[src/rtl/fotc_consts.svh]
// Constants for the fixed off-time current chopper.
// Assumes a 50 MHz system clock and a single bridge channel.
`ifndef FOTC_CONSTS_SVH
`define FOTC_CONSTS_SVH

// ----------------------------------------------------------------
// Timing
// ----------------------------------------------------------------
`define FOTC_CLK_MHZ    50
`define FOTC_DEAD_NS    100
`define FOTC_DEAD_CYC   (((`FOTC_DEAD_NS) * (`FOTC_CLK_MHZ) + 999) / 1000)
`define FOTC_DEAD_LAST  3'(`FOTC_DEAD_CYC - 1)

// ----------------------------------------------------------------
// Internal clock divider and off counts
// ----------------------------------------------------------------
`define FOTC_DIV_LAST   4'hF
`define FOTC_OFF_LONG   3'h5
`define FOTC_OFF_SHORT  3'h3

// ----------------------------------------------------------------
// Synchroniser reset
// ----------------------------------------------------------------
// Pins as {drive_en, trip, thermal, off_sel}: hot and idle until seen
`define FOTC_PINS_SAFE  4'h2

`endif

[src/rtl/fotc_pkg.sv]
// Types shared by the fixed off-time chopper.
// Assumes the constants header is compiled alongside.
`default_nettype none

package fotc_pkg;

  // ----------------------------------------------------------------
  // Chopper states, one-hot
  // ----------------------------------------------------------------
  typedef enum logic [4:0] {
    FOTC_IDLE     = 5'h01,  // Bridge fully off
    FOTC_DEAD_ON  = 5'h02,  // Gap before drive-on
    FOTC_ON       = 5'h04,  // Drive-on, watching comparator
    FOTC_DEAD_OFF = 5'h08,  // Gap before short brake
    FOTC_BRAKE    = 5'h10   // Short brake, counting off time
  } fotc_state_t;

  // ----------------------------------------------------------------
  // Gate drives of the two legs
  // ----------------------------------------------------------------
  typedef struct packed {
    logic hs_a;  // Leg A high side
    logic ls_a;  // Leg A low side
    logic hs_b;  // Leg B high side
    logic ls_b;  // Leg B low side
  } fotc_bridge_t;

  // ----------------------------------------------------------------
  // Synchronised pin inputs
  // ----------------------------------------------------------------
  typedef struct packed {
    logic drive_en;  // Channel drive request
    logic trip;      // Current comparator trip
    logic thermal;   // Thermal shutdown flag
    logic off_sel;   // Chop-off count select
  } fotc_pins_t;

endpackage

`default_nettype wire

[src/rtl/fotc_chopper.sv]
// Fixed off-time current chopper for one H-bridge channel.
// Assumes rst is the undervoltage lockout and pins are asynchronous.
`include "fotc_consts.svh"
`default_nettype none

module fotc_chopper (
  input  wire logic                  clk_sys,  // 50 MHz system clock
  input  wire logic                  rst,      // Undervoltage reset, async high
  input  wire fotc_pkg::fotc_pins_t  pins,     // Asynchronous control pins
  output var  fotc_pkg::fotc_bridge_t bridge,  // Gate drives
  output var  logic                  bias_en,  // Output bias enable
  output var  logic                  off_active // High during off period
);

  // ----------------------------------------------------------------
  // Declarations
  // ----------------------------------------------------------------
  fotc_pkg::fotc_pins_t   sync1_reg;     // First synchroniser stage
  fotc_pkg::fotc_pins_t   sync2_reg;     // Second synchroniser stage
  logic [3:0]             div_reg;       // Internal clock divider
  logic [3:0]             div_next;      // Divider next value
  logic                   tick;          // Internal clock rising edge
  fotc_pkg::fotc_state_t  state_reg;     // Chopper state
  fotc_pkg::fotc_state_t  state_next;    // State next value
  logic [2:0]             dead_reg;      // Dead-time counter
  logic [2:0]             dead_next;     // Dead-time next value
  logic [2:0]             off_cnt_reg;   // Off-period edge counter
  logic [2:0]             off_cnt_next;  // Off counter next value
  logic [2:0]             lim_reg;       // Edges in this off period
  logic [2:0]             lim_next;      // Limit next value
  fotc_pkg::fotc_bridge_t bridge_next;   // Gate drive next value
  logic                   bias_next;     // Bias next value
  logic                   off_next;      // Off flag next value

  // ----------------------------------------------------------------
  // Input synchroniser
  // ----------------------------------------------------------------
  // Two stages; only the second one is read by logic
  always_ff @(posedge clk_sys or posedge rst) begin
    if (rst) begin
      // Treat the die as hot until a cool reading has passed both
      // stages, so bias cannot blip on while the thermal pin is high
      sync1_reg <= `FOTC_PINS_SAFE;
      sync2_reg <= `FOTC_PINS_SAFE;
    end else begin
      sync1_reg <= pins;
      sync2_reg <= sync1_reg;
    end
  end

  // ----------------------------------------------------------------
  // Internal clock divider
  // ----------------------------------------------------------------
  // Free running, so the first off edge falls anywhere in the period;
  // off time therefore varies by up to one internal clock
  always_comb begin
    tick     = (div_reg == `FOTC_DIV_LAST);
    div_next = tick ? 4'h0 : div_reg + 4'h1;
  end

  // Divider register
  always_ff @(posedge clk_sys or posedge rst) begin
    if (rst) begin
      div_reg <= 4'h0;
    end else begin
      div_reg <= div_next;
    end
  end

  // ----------------------------------------------------------------
  // Chopper sequence
  // ----------------------------------------------------------------
  // Next state, counters and gate drives
  always_comb begin
    state_next   = state_reg;
    dead_next    = dead_reg;
    off_cnt_next = off_cnt_reg;
    lim_next     = lim_reg;
    if (sync2_reg.thermal || !sync2_reg.drive_en) begin
      // Thermal flag or no request: park the bridge off
      state_next   = fotc_pkg::FOTC_IDLE;
      dead_next    = 3'h0;
      off_cnt_next = 3'h0;
    end else begin
      unique case (state_reg)
        fotc_pkg::FOTC_IDLE: begin
          // Start with a gap before the first drive-on
          state_next = fotc_pkg::FOTC_DEAD_ON;
          dead_next  = 3'h0;
        end
        fotc_pkg::FOTC_DEAD_ON: begin
          dead_next = dead_reg + 3'h1;
          if (dead_reg == `FOTC_DEAD_LAST) begin
            state_next = fotc_pkg::FOTC_ON;
          end
        end
        fotc_pkg::FOTC_ON: begin
          // Trip turns the high side off; off count starts here
          if (sync2_reg.trip) begin
            state_next   = fotc_pkg::FOTC_DEAD_OFF;
            dead_next    = 3'h0;
            off_cnt_next = 3'h0;
            lim_next     = sync2_reg.off_sel ? `FOTC_OFF_SHORT
                                             : `FOTC_OFF_LONG;
          end
        end
        fotc_pkg::FOTC_DEAD_OFF: begin
          // Edges in the gap already count toward the off time
          dead_next = dead_reg + 3'h1;
          if (tick) begin
            off_cnt_next = off_cnt_reg + 3'h1;
          end
          if (dead_reg == `FOTC_DEAD_LAST) begin
            state_next = fotc_pkg::FOTC_BRAKE;
          end
        end
        fotc_pkg::FOTC_BRAKE: begin
          if (tick) begin
            if (off_cnt_reg == lim_reg) begin
              // Edge after the last counted one clears the counter
              off_cnt_next = 3'h0;
              state_next   = fotc_pkg::FOTC_DEAD_ON;
              dead_next    = 3'h0;
            end else begin
              off_cnt_next = off_cnt_reg + 3'h1;
            end
          end
        end
      endcase
    end
    // Gate drives follow the coming state; leg B low side stays on
    // across gaps so only leg A switches outside idle
    bridge_next = '0;
    unique case (state_next)
      fotc_pkg::FOTC_IDLE:     bridge_next = '0;
      fotc_pkg::FOTC_ON: begin
        bridge_next.hs_a = 1'b1;
        bridge_next.ls_b = 1'b1;
      end
      fotc_pkg::FOTC_BRAKE: begin
        bridge_next.ls_a = 1'b1;
        bridge_next.ls_b = 1'b1;
      end
      fotc_pkg::FOTC_DEAD_ON,
      fotc_pkg::FOTC_DEAD_OFF: bridge_next.ls_b = 1'b1;
    endcase
    bias_next = !sync2_reg.thermal;
    off_next  = (state_next == fotc_pkg::FOTC_DEAD_OFF) ||
                (state_next == fotc_pkg::FOTC_BRAKE);
  end

  // Sequence registers; undervoltage reset forces all drives off
  always_ff @(posedge clk_sys or posedge rst) begin
    if (rst) begin
      state_reg   <= fotc_pkg::FOTC_IDLE;
      dead_reg    <= 3'h0;
      off_cnt_reg <= 3'h0;
      lim_reg     <= `FOTC_OFF_LONG;
      bridge      <= '0;
      bias_en     <= 1'b0;
      off_active  <= 1'b0;
    end else begin
      state_reg   <= state_next;
      dead_reg    <= dead_next;
      off_cnt_reg <= off_cnt_next;
      lim_reg     <= lim_next;
      bridge      <= bridge_next;
      bias_en     <= bias_next;
      off_active  <= off_next;
    end
  end

  // ----------------------------------------------------------------
  // Assertions
  // ----------------------------------------------------------------
  property p_on_to_gap;
    @(posedge clk_sys) disable iff (rst)
      bridge.hs_a |=> (bridge.hs_a || !bridge.ls_a);
  endproperty
  a_on_to_gap: assert property (p_on_to_gap)
    else $error("Drive-on went straight to brake");

  property p_dead_off;
    @(posedge clk_sys) disable iff (rst)
      $fell(bridge.hs_a) |-> !bridge.ls_a [*5];
  endproperty
  a_dead_off: assert property (p_dead_off)
    else $error("Brake applied inside dead time");

  property p_dead_on;
    @(posedge clk_sys) disable iff (rst)
      $rose(bridge.hs_a) |-> !$past(bridge.ls_a) && !$past(bridge.ls_a, 5);
  endproperty
  a_dead_on: assert property (p_dead_on)
    else $error("Drive-on followed brake with no gap");

  property p_count_on_tick;
    @(posedge clk_sys) disable iff (rst)
      ($changed(off_cnt_reg) && off_cnt_reg != 3'h0) |-> $past(tick);
  endproperty
  a_count_on_tick: assert property (p_count_on_tick)
    else $error("Off counter moved without internal clock edge");

  property p_limit_select;
    @(posedge clk_sys) disable iff (rst)
      $rose(off_active) |->
        lim_reg == ($past(sync2_reg.off_sel) ? `FOTC_OFF_SHORT : `FOTC_OFF_LONG);
  endproperty
  a_limit_select: assert property (p_limit_select)
    else $error("Off count does not match select bit");

  property p_count_bound;
    @(posedge clk_sys) disable iff (rst)
      off_active |-> (off_cnt_reg <= lim_reg) &&
                     (lim_reg == `FOTC_OFF_SHORT || lim_reg == `FOTC_OFF_LONG);
  endproperty
  a_count_bound: assert property (p_count_bound)
    else $error("Off counter beyond its limit");

  property p_wrap;
    @(posedge clk_sys) disable iff (rst)
      (state_reg == fotc_pkg::FOTC_BRAKE && tick && off_cnt_reg == lim_reg &&
       sync2_reg.drive_en && !sync2_reg.thermal)
        |=> (off_cnt_reg == 3'h0) && !off_active;
  endproperty
  a_wrap: assert property (p_wrap)
    else $error("Off period did not end after last edge");

  property p_trip;
    @(posedge clk_sys) disable iff (rst)
      (state_reg == fotc_pkg::FOTC_ON && sync2_reg.trip && sync2_reg.drive_en &&
       !sync2_reg.thermal)
        |=> !bridge.hs_a && off_active && off_cnt_reg == 3'h0;
  endproperty
  a_trip: assert property (p_trip)
    else $error("Trip did not start the off period");

  property p_thermal;
    @(posedge clk_sys) disable iff (rst)
      sync2_reg.thermal |=> !bias_en && bridge == '0;
  endproperty
  a_thermal: assert property (p_thermal)
    else $error("Bridge driven during thermal shutdown");

  property p_resume;
    @(posedge clk_sys) disable iff (rst)
      ($fell(off_active) && bridge.ls_b) |-> ##[1:6] (bridge.hs_a || !bridge.ls_b);
  endproperty
  a_resume: assert property (p_resume)
    else $error("Drive-on not resumed after off period");

endmodule

`default_nettype wire

[config.mk]
export PLATFORM = sky130hd
export DESIGN_NAME = fotc_chopper
export DESIGN_NICKNAME = d
export VERILOG_FILES = /design/src/rtl/fotc_pkg.sv /design/src/rtl/fotc_chopper.sv
export VERILOG_INCLUDE_DIRS = /design/src /design/src/rtl
export SDC_FILE = /design/constraint.sdc
export NUM_CORES = 1
export LEC_CHECK = 0
export BUFFER_PORTS_ARGS = -buffer_cell sky130_fd_sc_hd__buf_2
export CORE_MARGIN = 5
export CORE_UTILIZATION = 40
export CTS_CLUSTER_SIZE = 14
export DETAILED_ROUTE_END_ITERATION = 10
export PLACE_DENSITY = 0.58
export SLEW_MARGIN = 20
export SYNTH_ARGS = -nofsm -noshare
export SYNTH_HDL_FRONTEND = slang
export SYNTH_SLANG_ARGS = --single-unit
[constraint.sdc]
create_clock -name clk_sys -period 1.5 [get_ports clk_sys]
set_clock_uncertainty 0.15 [all_clocks]
set_input_delay 0.225 -clock clk_sys [delete_from_list [all_inputs] [get_ports clk_sys]]
set_output_delay 0.225 -clock clk_sys [all_outputs]
set_load 0.005 [all_outputs]
== Yosys cells after proc, flatten, opt, wreduce, memory -nomap -nowiden ==
Index checks and enable logic that the tools add are counted.

* Register bits: 31
* Bits in latches: 0
* Bits in writable memories: 0
* Memory bits (read-only): 0
* Output and inout bits: 6
* Logic and storage cells: 71
* Memories: 0

* $add $sub $neg: 3
* Multiply operators: 0
* Div/mod/pow operators: 0
* $lt $le $gt $ge: 0
* Eq/ne operators: 17
* Shift-type cells: 0
* Multiplexer cells: 22
* Bitwise operators: 1
* Reduce and logical (&&, ||, !) cells: 10

{| class="wikitable"
|+ Operators by type and width
! kind !! count
|-
| 2-to-1 mux 5 bit || 6
|-
| 2-to-1 mux 3 bit || 9
|-
| one-hot mux 5 bit (5 select lines) || 1
|-
| inequality test 3 bit (second input constant) || 4
|-
| one-hot mux 3 bit (4 select lines) || 1
|-
| == test 5 x 1 -> 1 bit (second input constant) || 2
|-
| == test 5 x 2 -> 1 bit (second input constant) || 2
|-
| == test 5 x 3 -> 1 bit (second input constant) || 2
|-
| == test 5 x 4 -> 1 bit (second input constant) || 2
|-
| == test 5 bit (second input constant) || 2
|-
| one-hot mux 3 bit (3 select lines) || 1
|-
| adder 3 x 1 -> 3 bit (second input constant) || 2
|-
| AND reduction 3 bit || 2
|-
| adder 4 x 1 -> 4 bit (second input constant) || 1
|-
| == test 4 bit (second input constant) || 1
|-
| 2-to-1 mux 4 bit || 1
|-
| AND reduction 4 bit || 1
|-
| nonzero test 4 bit || 1
|-
| OR reduction 4 bit || 1
|-
| == test 3 bit || 1
|-
| == test 3 bit (second input constant) || 1
|-
| logical NOT 1 bit || 2
|-
| logical OR 1 bit || 2
|-
| 2-to-1 mux 1 bit || 2
|-
| 3 further kinds || 3
|}

== Logic depth before layout (Yosys ltp) ==
Gate-level depths: netlist of run 1.

* Word-level depth: 8
* Gate-level depth with buffers: 6
* Depth with buffers taken out: 6

== Worst setup path after synthesis of run 1 ==
OpenSTA, ideal clock, no wires.

* Path kind: register to register
* From: register div_reg[0]
* To: register off_cnt_reg[2]
* Setup time: 0.125 ns
* Arrival time: 1.356 ns
* Path slack: -0.131 ns
* Cell stages (with the launch flop): 7
* Path through: dfrtp_1 > ha_1 > and3_1 > and3_1 > nor2_1 > nand4bb_1 > nand3_1

* Word-level cells in the longest chain between the ends: 3
* Elaborated cells on any way between the ends: 4
* Those cells by class: 3 x eq/ne; 1 x reduce/logical

{| class="wikitable"
|+ RTL lines
! element !! RTL line !! text
|-
| from (decl) || fotc_chopper.sv:20 || <nowiki>logic [3:0] div_reg;</nowiki>
|-
| from (signal assigned) || fotc_chopper.sv:66 || <nowiki>div_reg <= div_next;</nowiki>
|-
| == test 4 bit (no line) (*) || -- ||
|-
| inequality test 3 bit (no line) || -- ||
|-
| AND reduction 4 bit (no line) (*) || -- ||
|-
| to (signal assigned) || fotc_chopper.sv:165 || <nowiki>off_cnt_reg <= off_cnt_next;</nowiki>
|-
| to (decl) || fotc_chopper.sv:27 || <nowiki>logic [2:0] off_cnt_reg;</nowiki>
|}

Every way passes the cells marked *; elsewhere a longest branch is shown, timed or not.
A chain may end at the register's enable or synchronous reset.

== Worst setup path after layout of run 1 ==
* From: register div_reg[0]
* To: register dead_reg[2]

* Word-level cells in the longest chain between the ends: 3

{| class="wikitable"
|+ RTL lines
! element !! RTL line !! text
|-
| == test 4 bit (no line) || -- ||
|-
| inequality test 3 bit (no line) || -- ||
|-
| AND reduction 3 bit (no line) || -- ||
|-
| to (signal assigned) || fotc_chopper.sv:164 || <nowiki>dead_reg <= dead_next;</nowiki>
|-
| to (decl) || fotc_chopper.sv:25 || <nowiki>logic [2:0] dead_reg;</nowiki>
|}

No other way between the ends.

==> results.sh, run 1 <==
export IMPL_synth_xor_area_share_pct=4.00
export IMPL_fp_dieH_um=67.3
export IMPL_synth_cells=119
export IMPL_place_inst=184
export IMPL_numCtsBuffers=5
export IMPL_fin_nets=172
export IMPL_synth_simple_area_share_pct=18.0
export IMPL_clk_insertion_delay_late_ps=330
export IMPL_setup_ws_ps=-158
export IMPL_start_util_pct=42.4
export IMPL_coreArea_um2=3100
export IMPL_ir_drop_mv=0.595
export IMPL_yosys_top_cells_area="dfrtp_1 49%, dfstp_2 8.0%, xor2_1 4.0%, ha_1 3.8%, a21oi_1 3.4%"
export IMPL_synthAdderAreaFrac_pct=3.81
export IMPL_detail_route_first_pass_iterations=4
export IMPL_fmax_mhz=603
export IMPL_instances_no_fill=207
export IMPL_wl_per_cell_um=12.2
export IMPL_syn_area_um2=1320
export IMPL_yosysSeqAreaShare_pct=57.5
export IMPL_power_density_nw_per_um2=794
export IMPL_period_share_pct=111
export IMPL_largest_reg_flops=5
export IMPL_ant_nets=0
export IMPL_synth_ff_type="dfrtp_1"
export IMPL_synth_top_family_by_area="simple AND/OR/NAND/NOR gates"
export IMPL_maxCapViolCount=0
export IMPL_outcome="finished with violations"
export IMPL_syn_nets=129
export IMPL_yosys_warnings=0
export IMPL_post_synth_cell_area_avg_um2=11.1
export IMPL_antenna_found_initial=0
export IMPL_area_delta_synth_final_pct=34.6
export IMPL_hold_violations=0
export IMPL_cts_root_buf="clkbuf_4"
export IMPL_synth_area_mux_share_pct=1.62
export IMPL_slew_violations=0
export IMPL_finalCriticalPeriod_ps=1660
export IMPL_design_area_um2=1770
export IMPL_cp_arrival_ps=1710
export IMPL_synth_cell_types=30
export IMPL_htree_levels=2
export IMPL_critPathKind="reg2reg"
export IMPL_synth_compound_area_share_pct=9.99
export IMPL_clk_pin_slew_worst_paths_ps=100
export IMPL_cp_max_fo=3
export IMPL_hpwl_um=1630
export IMPL_yosysTopAreaCell="dfrtp_1"
export IMPL_gp_congestion=0.860
export IMPL_vias=995
export IMPL_synth_top_cell_area_share_pct=49.5
export IMPL_violations="setup timing"
export IMPL_synthTopCellsByCount="26 x dfrtp_1, 12 x nor2_1, 9 x a21oi_1"
export IMPL_synth_edf_count=0
export IMPL_multiInputGateArea_um2=564
export IMPL_power_leakage_nw=0.840
export IMPL_grt_max_degree=31
export IMPL_grt_setup_unrepaired="true"
export IMPL_diodes=0
export IMPL_clkSinkCount=30
export IMPL_dieWidth_um=67.3
export IMPL_numPortBuffers=10
export IMPL_setup_viol_count_final=13
export IMPL_hp_class="reg2reg"
export IMPL_required_ps=1550
export IMPL_place_area_um2=1520
export IMPL_fillers=259
export IMPL_worst_setup_path_start_kind="flip-flop"
export IMPL_gr_usage_all_layers_pct=12.4
export IMPL_cts_buffer_depth=2
export IMPL_critPathCaptureType="flip-flop"
export IMPL_drc=0
export IMPL_cts_tree="yes"
export IMPL_synth_seq_cells=30
export IMPL_wl_um=2520
export IMPL_slowest_stage="dfrtp_1"
export IMPL_grt_overflow=0
export IMPL_regArea_um2=758
export IMPL_io_pins=12
export IMPL_yosysMostFrequentCell="dfrtp_1"
export IMPL_grt_pass1_wl_um=4070
export IMPL_layout_drive_gt1_share_pct=42.9
export IMPL_grt_pass1_vias=979
export IMPL_initialDrtViolationCount=31
export IMPL_path_cells="ha_2 -> and3_4 -> nand4bb_1 -> and2b_1 -> o21ai_2 -> a31oi_1"
export IMPL_synth_async_reset_ratio_pct=100
export IMPL_rows=20
export IMPL_via_per_inst=4.81
export IMPL_critPathMaxStageDelay_ps=370
export IMPL_dieArea_um2=4530
repair_timing:
item,4_1_cts,5_1_grt
pin swaps,6,12
endpoints found under the hold margin,30,0
hold buffers,5,0
setup endpoints to repair,15,15
setup buffers,3,7
resized for setup,2,20
final cells by class:
type | count | share of cell area, %
Multi-Input combinational cell | 77 | 31.9
Inverter | 8 | 1.70
Timing Repair Buffer | 40 | 17.1
Clock buffer | 7 | 3.11
Tap cell | 44 | 3.11
Clock inverter | 1 | 0.283
Sequential cell | 30 | 42.8
cell usage in the layout, fill, tap and decap left out, drive strengths merged:
cell type    count
buf             35
dfrtp           26
nor2            12
a21oi           10
inv              8
nand2            7
clkbuf           7
o21ai            7
nand3            6
xor2             6
dlygate4sd3      5
nand3b           4
dfstp            4
and3             4
a31oi            4
ha               4
nand4bb          2
nand4b           1
nor3             1
and2b            1
nor2b            1
and4             1
or3              1
o211ai           1
o22ai            1
mux2             1
mux2i            1
conb             1
clkinv           1
worst max-delay path: cells and delay by family (launching register included):
family / cells / cell delay, ps
simple gates: 3 / 540
flops: 1 / 370
compound gates: 2 / 280
fa+ha+maj: 1 / 180
routing by layer:
layer / vias up / global-route usage [%] / wire [um]
met4: 0 / 6.84 / 63
met3: 7 / 4.83 / 110
met2: 22 / 19.3 / 1170
li1: 489 / - / -
met5: - / 0 / 0
met1: 477 / 14.6 / 1170
power breakdown:
group / switching (mW) / internal [mW]
registers: 0.0111 / 0.828
clock network: 0.262 / 0.227
logic: 0.0388 / 0.0392
total: 0.312 / 1.09
kinds of logic (layout without fill, tap and decap cells):
logic type / Yosys count / count (layout)
adders and majority gates: 4 / 4
other: 1 / 1
and+or+nand+nor: 41 / 41
muxes: 2 / 2
DFF: 30 / 30
xor gates and xnor gates: 6 / 6
buffers and inverters: 12 / 56
AOI/OAI and AO/OA: 23 / 23
path summary, 6_finish.rpt:
kind,startpoint,to,slack (ps),cells past startpoint
max,div_reg[0],dead_reg[2],-160,6
min,sync1_reg[2],sync2_reg[2],200,0
max reg2reg,div_reg[0],dead_reg[2],-160,6
min reg2reg,sync1_reg[2],sync2_reg[2],200,0
max in group asynchronous,rst,state_reg[0],540,4
min in group asynchronous,rst,div_reg[0],340,4
metrics by stage:
stage                     hold WS, ps  util [%]  setup WS [ps]  power [mW]  setup TNS [ps]
after global routing              219      57.1           -219        1.49           -2320
after CTS                         204      53.3           -139        1.42            -950
after detailed placement          161      48.9           -159       0.916           -1030
final                             202      57.1           -158        1.41           -1150
after global placement            160      48.9          -89.4       0.916            -627
after floorplan                  79.5         -          -63.6       0.890            -223
No activity file was read; power rests on OpenSTA's default activity.
==> inputs of run 2 (changes only) <==
- ABC_AREA: default -> 1
- PLACE_DENSITY: 0.58 -> 0.57
- SLEW_MARGIN: 20 -> 10
==> run 2 against run 1 <==
  * The run now ends clean
  * Fmax rose by 11%
  * Critical path depth rose by 2
  * Sequential cell count did not move
  * Clock-buffer cell count fell by 1
  * Core utilization fell by 4.6 points
  * Via count rose by 9.4%
  * First-iteration DRC count rose by 19%
  * Sequential share of layout area rose by 0.051 points
==> results.sh, run 2 <==
export IMPL_cp_arrival_ps=1570
export IMPL_cts_buffer_depth=2
export IMPL_cts_tree="yes"
export IMPL_synth_cell_types=22
export IMPL_ant_nets=0
export IMPL_hold_ws_ps=204
export IMPL_gr_usage_all_layers_pct=12.2
export IMPL_power_leakage_nw=0.941
export IMPL_fin_nets=198
export IMPL_place_inst=219
export IMPL_wl_um=2640
export IMPL_drc=0
export IMPL_synth_cells=159
export IMPL_clk_insertion_delay_late_ps=330
export IMPL_dieWidth_um=69.2
export IMPL_slew_violations=0
export IMPL_yosysTopAreaCell="dfrtp_1"
export IMPL_htree_levels=2
export IMPL_yosysSeqAreaShare_pct=53.8
export IMPL_period_share_pct=99.9
export IMPL_grt_max_degree=31
export IMPL_rows=21
export IMPL_grt_pass1_vias=1026
export IMPL_fp_dieH_um=69.2
export IMPL_syn_nets=169
export IMPL_yosysMostFrequentCell="nand2_1"
export IMPL_design_area_um2=1770
export IMPL_maxCapViolCount=0
export IMPL_area_delta_synth_final_pct=25.8
export IMPL_finalCriticalPeriod_ps=1500
export IMPL_critPathKind="reg2reg"
export IMPL_synth_seq_cells=30
export IMPL_power_density_nw_per_um2=804
export IMPL_antenna_found_initial=0
export IMPL_synth_top_cell_area_share_pct=46.3
export IMPL_yosys_warnings=0
export IMPL_final_common_cell="nand2_1"
export IMPL_yosys_top_cells_area="dfrtp_1 46%, nand2_1 9.6%, dfstp_2 7.5%, nand3_1 6.8%, inv_1 6.1%"
export IMPL_io_pins=12
export IMPL_hold_violations=0
export IMPL_ir_drop_mv=0.579
export IMPL_synth_edf_count=0
export IMPL_synth_async_reset_ratio_pct=100
export IMPL_mostFrequentLayoutCells="32 x nand2_1, 25 x dfrtp_1, 22 x inv_1"
export IMPL_gp_congestion=0.857
export IMPL_worst_setup_path_start_kind="flip-flop"
export IMPL_layout_drive_gt1_share_pct=32.8
export IMPL_numPortBuffers=10
export IMPL_detail_route_first_pass_iterations=4
export IMPL_clkSinkCount=30
export IMPL_hpwl_um=1810
export IMPL_hp_class="reg2reg"
export IMPL_numCtsBuffers=5
export IMPL_setup_viol_count_final=0
export IMPL_instances_no_fill=235
export IMPL_wl_per_cell_um=11.2
export IMPL_outcome="complete, no violations"
export IMPL_critPathCaptureType="flip-flop"
export IMPL_via_per_inst=4.63
export IMPL_initialDrtViolationCount=37
export IMPL_required_ps=1570
export IMPL_start_util_pct=41.7
export IMPL_largest_reg_flops=5
export IMPL_cts_root_buf="clkbuf_4"
export IMPL_clk_pin_slew_worst_paths_ps=90
export IMPL_cp_max_fo=6
export IMPL_diodes=0
export IMPL_fmax_mhz=667
export IMPL_r2r_setup_slack_ps=0.8
export IMPL_post_synth_cell_area_avg_um2=8.83
export IMPL_synthTopCellsByCount="36 x nand2_1, 26 x dfrtp_1, 23 x inv_1"
export IMPL_grt_overflow=0
export IMPL_synth_ff_type="dfrtp_1"
export IMPL_syn_area_um2=1400
export IMPL_dieArea_um2=4790
export IMPL_coreArea_um2=3360
export IMPL_vias=1089
export IMPL_grt_setup_unrepaired="true"
export IMPL_grt_pass1_wl_um=4570
export IMPL_place_area_um2=1540
-- run 2: changes by cell type after synthesis, sizes merged, moves of 2 or more --
| cell | before | now |
|---|---|---|
| nor2 | 12 | 19 |
| buf | 4 | 2 |
| inv | 8 | 26 |
| a21oi | 10 | 2 |
| nand3b | 4 | 0 |
| xor2 | 6 | 2 |
| nand2 | 7 | 38 |
| o21ai | 7 | 4 |
| nand4 | 0 | 3 |
| nand4bb | 2 | 0 |
| and3 | 4 | 0 |
| a31oi | 4 | 0 |
| nand3 | 6 | 24 |
-- run 2: layout make-up --
type	count	area (um2)
tap	46	57.6
sequential	30	757
clock buffer	6	51.3
timing repair buffer	24	168
multi-input combinational	101	622
fill	335	1600
clock inverter	2	12.5
inverter	26	97.6
-- run 2: repair_timing --
action                                  in CTS  in global routing
pin swaps                                    0                  7
hold endpoints to repair                    30                  0
resized for setup                            3                 20
buffers inserted                             0                  3
endpoints found under the setup margin       6                 13
hold buffers                                 5                  0
-- run 2: kinds of logic (layout without fill, tap and decap cells) --
family,Yosys count,in the layout,synth area share (%)
and+or+nand+nor,86,86,29.9
AOI/OAI and AO/OA,8,8,3.21
xor gates and xnor gates,2,2,1.25
buffers and inverters,28,58,8.02
DFF,30,30,53.8
other,1,1,0.267
adders and majority gates,4,4,3.57
-- run 2: report_power, final --
part | internal [mW] | total (mW) | switching, mW
registers | 0.829 | 0.836 | 0.00761
logic | 0.0302 | 0.0764 | 0.0462
clock network | 0.225 | 0.507 | 0.282
total | 1.08 | 1.42 | 0.336
-- run 2: final timing paths --
kind / startpoint / cells after the start / end
min: sync1_reg[3] / 0 / sync2_reg[3]
max in group asynchronous: rst / 4 / state_reg[0]
max reg2reg: state_reg[1] / 8 / off_cnt_reg[0]
max: state_reg[1] / 8 / off_cnt_reg[0]
min reg2reg: sync1_reg[3] / 0 / sync2_reg[3]
min in group asynchronous: rst / 4 / dead_reg[2]
-- run 2: per-layer routing --
layer,global-route usage [%],vias to the layer above,part of all wire (%)
li1,-,553,-
met4,6.51,0,3.2
met5,0,-,0
met2,19.6,26,50
met3,3.91,13,4.8
met1,14.4,497,42
-- run 2: metrics by stage --
stage / setup TNS (ps) / setup WS (ps) / power, mW / util [%]
floorplan: 0 / 106 / 0.890 / -
global placement: -0.864 / -0.864 / 0.910 / 45.8
detailed placement: -134 / -37.9 / 0.912 / 45.8
CTS: 0 / 3.19 / 1.43 / 49.5
global route: -441 / -114 / 1.50 / 52.5
finish: 0 / 0.776 / 1.42 / 52.5
-- run 2: worst max-delay path, stage by stage (launching register included) --
cell	delay [ps]
dfrtp_2	450
nor2_4	190
nand2_1	110
nor2_2	150
nor2_1	70
nand2_2	70
nand3_4	80
nand2_1	70
nand2_1	50
==> inputs of run 3 (changes only) <==
- CORE_UTILIZATION: 40 -> 50
- PLACE_DENSITY: 0.57 -> 0.69
==> run 3 against run 2 <==
  * Fmax increased by 1.3%
  * Critical endpoint is now off_cnt_reg[2]
  * Sequential cell count is the same
  * Combinational power is 2% lower
  * Die area down 17%
  * Sequential power about the same
  * Cell count is 6.8% lower
  * First-iteration DRC count is 2.7% lower
  * Global-route usage rose by 2.2 points
  * Wire length increased by 0.76%
  * Worst setup slack better by 19 ps
  * Worst hold slack better by 0.76 ps
  * Sequential share of layout area shrank 0.37 points
==> results.sh, run 3 (synthesized netlist as in run 2, its figures left out) <==
export IMPL_cp_max_fo=4
export IMPL_dieArea_um2=3970
export IMPL_grt_pass1_wl_um=4430
export IMPL_grt_pass1_vias=1014
export IMPL_maxCapViolCount=0
export IMPL_hp_class="reg2reg"
export IMPL_htree_levels=2
export IMPL_cp_arrival_ps=1600
export IMPL_clkSinkCount=30
export IMPL_ant_nets=0
export IMPL_ir_drop_mv=0.871
export IMPL_setup_viol_count_final=0
export IMPL_worst_setup_path_start_kind="flip-flop"
export IMPL_via_per_inst=5.02
export IMPL_required_ps=1620
export IMPL_critPathTopFamily="simple AND/OR/NAND/NOR gates"
export IMPL_gr_usage_all_layers_pct=14.3
export IMPL_cts_tree="yes"
export IMPL_period_share_pct=98.7
export IMPL_layout_drive_gt1_share_pct=35.6
export IMPL_wl_um=2660
export IMPL_cts_root_buf="clkbuf_4"
export IMPL_top_usage_layer="met2"
export IMPL_clk_insertion_delay_late_ps=330
export IMPL_fin_nets=197
export IMPL_grtUsageMet2_pct=22.9
export IMPL_fmax_mhz=676
export IMPL_power_leakage_nw=0.935
export IMPL_fp_dieH_um=63.0
export IMPL_critPathKind="reg2reg"
export IMPL_dieWidth_um=63.0
export IMPL_critPathCaptureType="flip-flop"
export IMPL_swShare_pct=23.9
export IMPL_critPathMaxStageDelay_ps=440
export IMPL_p_comb_share_pct=5.3
export IMPL_grt_max_degree=31
export IMPL_met1_usage_pct=16.8
export IMPL_power_density_nw_per_um2=799
export IMPL_seqPwrFrac_pct=58.8
export IMPL_use_met3_pct=6.29
export IMPL_outcome="complete, no violations"
export IMPL_clk_pin_slew_worst_paths_ps=100
export IMPL_worst_path_buf_inv=1
export IMPL_area_delta_synth_final_pct=26.6
export IMPL_instances_no_fill=219
export IMPL_numCtsBuffers=5
export IMPL_grt_setup_unrepaired="true"
export IMPL_p_sw_uw=339
export IMPL_path_cells="inv_1 -> nor2_2 -> nand3_4 -> nand2_4 -> nor2_2 -> nor2_4 -> nand3_2 -> nand2_1"
export IMPL_slew_violations=0
export IMPL_vias=1099
export IMPL_cts_buffer_depth=2
export IMPL_place_inst=203
export IMPL_p_int_mw=1.08
export IMPL_fillers=214
export IMPL_grt_overflow=0
export IMPL_slowest_stage="dfrtp_1"
export IMPL_rows=19
export IMPL_gp_congestion=0.928
export IMPL_final_common_cell="nand2_1"
export IMPL_io_pins=12
export IMPL_coreArea_um2=2730
export IMPL_detail_route_first_pass_iterations=5
export IMPL_crit_top_cell="nor2_2"
export IMPL_finalCriticalPeriod_ps=1480
export IMPL_hold_ws_ps=205
export IMPL_diodes=0
export IMPL_initialDrtViolationCount=36
export IMPL_start_util_pct=51.4
export IMPL_drc=0
export IMPL_hold_violations=0
export IMPL_power_total_mw=1.42
export IMPL_antenna_found_initial=0
export IMPL_hpwl_um=1790
export IMPL_power_frac_clock_pct=35.9
export IMPL_wl_per_cell_um=12.1
export IMPL_numPortBuffers=10
export IMPL_largest_reg_flops=5
export IMPL_mostFrequentLayoutCells="32 x nand2_1, 26 x dfrtp_1, 20 x inv_1"
run 3: path summary, 6_finish.rpt:
kind	from	slack (ps)	to	cells after the start
worst max-delay path	state_reg[3]	20	off_cnt_reg[2]	8
max in group asynchronous	rst	540	lim_reg[2]	4
worst min-delay path	sync1_reg[0]	200	sync2_reg[0]	0
worst min register to register	sync1_reg[0]	200	sync2_reg[0]	0
worst max register to register	state_reg[3]	20	off_cnt_reg[2]	8
min in group asynchronous	rst	350	state_reg[2]	4
run 3: area by class of cell:
class | count | area, um2 | area share, %
multi-input combinational | 101 | 659 | 37.1
sequential | 30 | 756 | 42.5
clock inverter | 2 | 12.5 | 0.704
inverter | 26 | 100 | 5.63
timing repair buffer | 23 | 160 | 9.01
clock buffer | 6 | 51.3 | 2.89
tap | 31 | 38.8 | 2.18
run 3: power groups by stage:
stage                     Clock (mW)  Combinational (mW)  Sequential, mW
after floorplan                    0              0.0386           0.851
after global placement             0              0.0588           0.851
after detailed placement           0              0.0608           0.852
after CTS                      0.524              0.0706           0.836
after global routing           0.569              0.0870           0.839
final                          0.509              0.0751           0.836
run 3: timing repair:
action	4_1_cts	5_1_grt
endpoints found under the setup margin	7	15
hold buffers	5	0
setup buffers	1	2
resized for setup	2	30
pin swaps	1	13
endpoints found under the hold margin	30	0
run 3: metal layers:
metal  vias up  routed length [um]
li1        552                   -
met1       500                1070
met2        38                1350
met3         9                 174
met4         0                  58
met5         -                   0
run 3: metrics by stage:
| step | setup WS (ps) | utilization, % | cell area (um2) | setup TNS (ps) |
|---|---|---|---|---|
| 2_1_floorplan | 106 | - | 1400 | 0 |
| 3_3_place_gp | 12.8 | 55.4 | 1520 | 0 |
| 3_5_place_dp | -42.8 | 55.4 | 1520 | -124 |
| 4_1_cts | 10.8 | 60.3 | 1650 | 0 |
| 5_1_grt | -108 | 65.0 | 1780 | -703 |
| 6_report | 19.6 | 65.0 | 1780 | 0 |
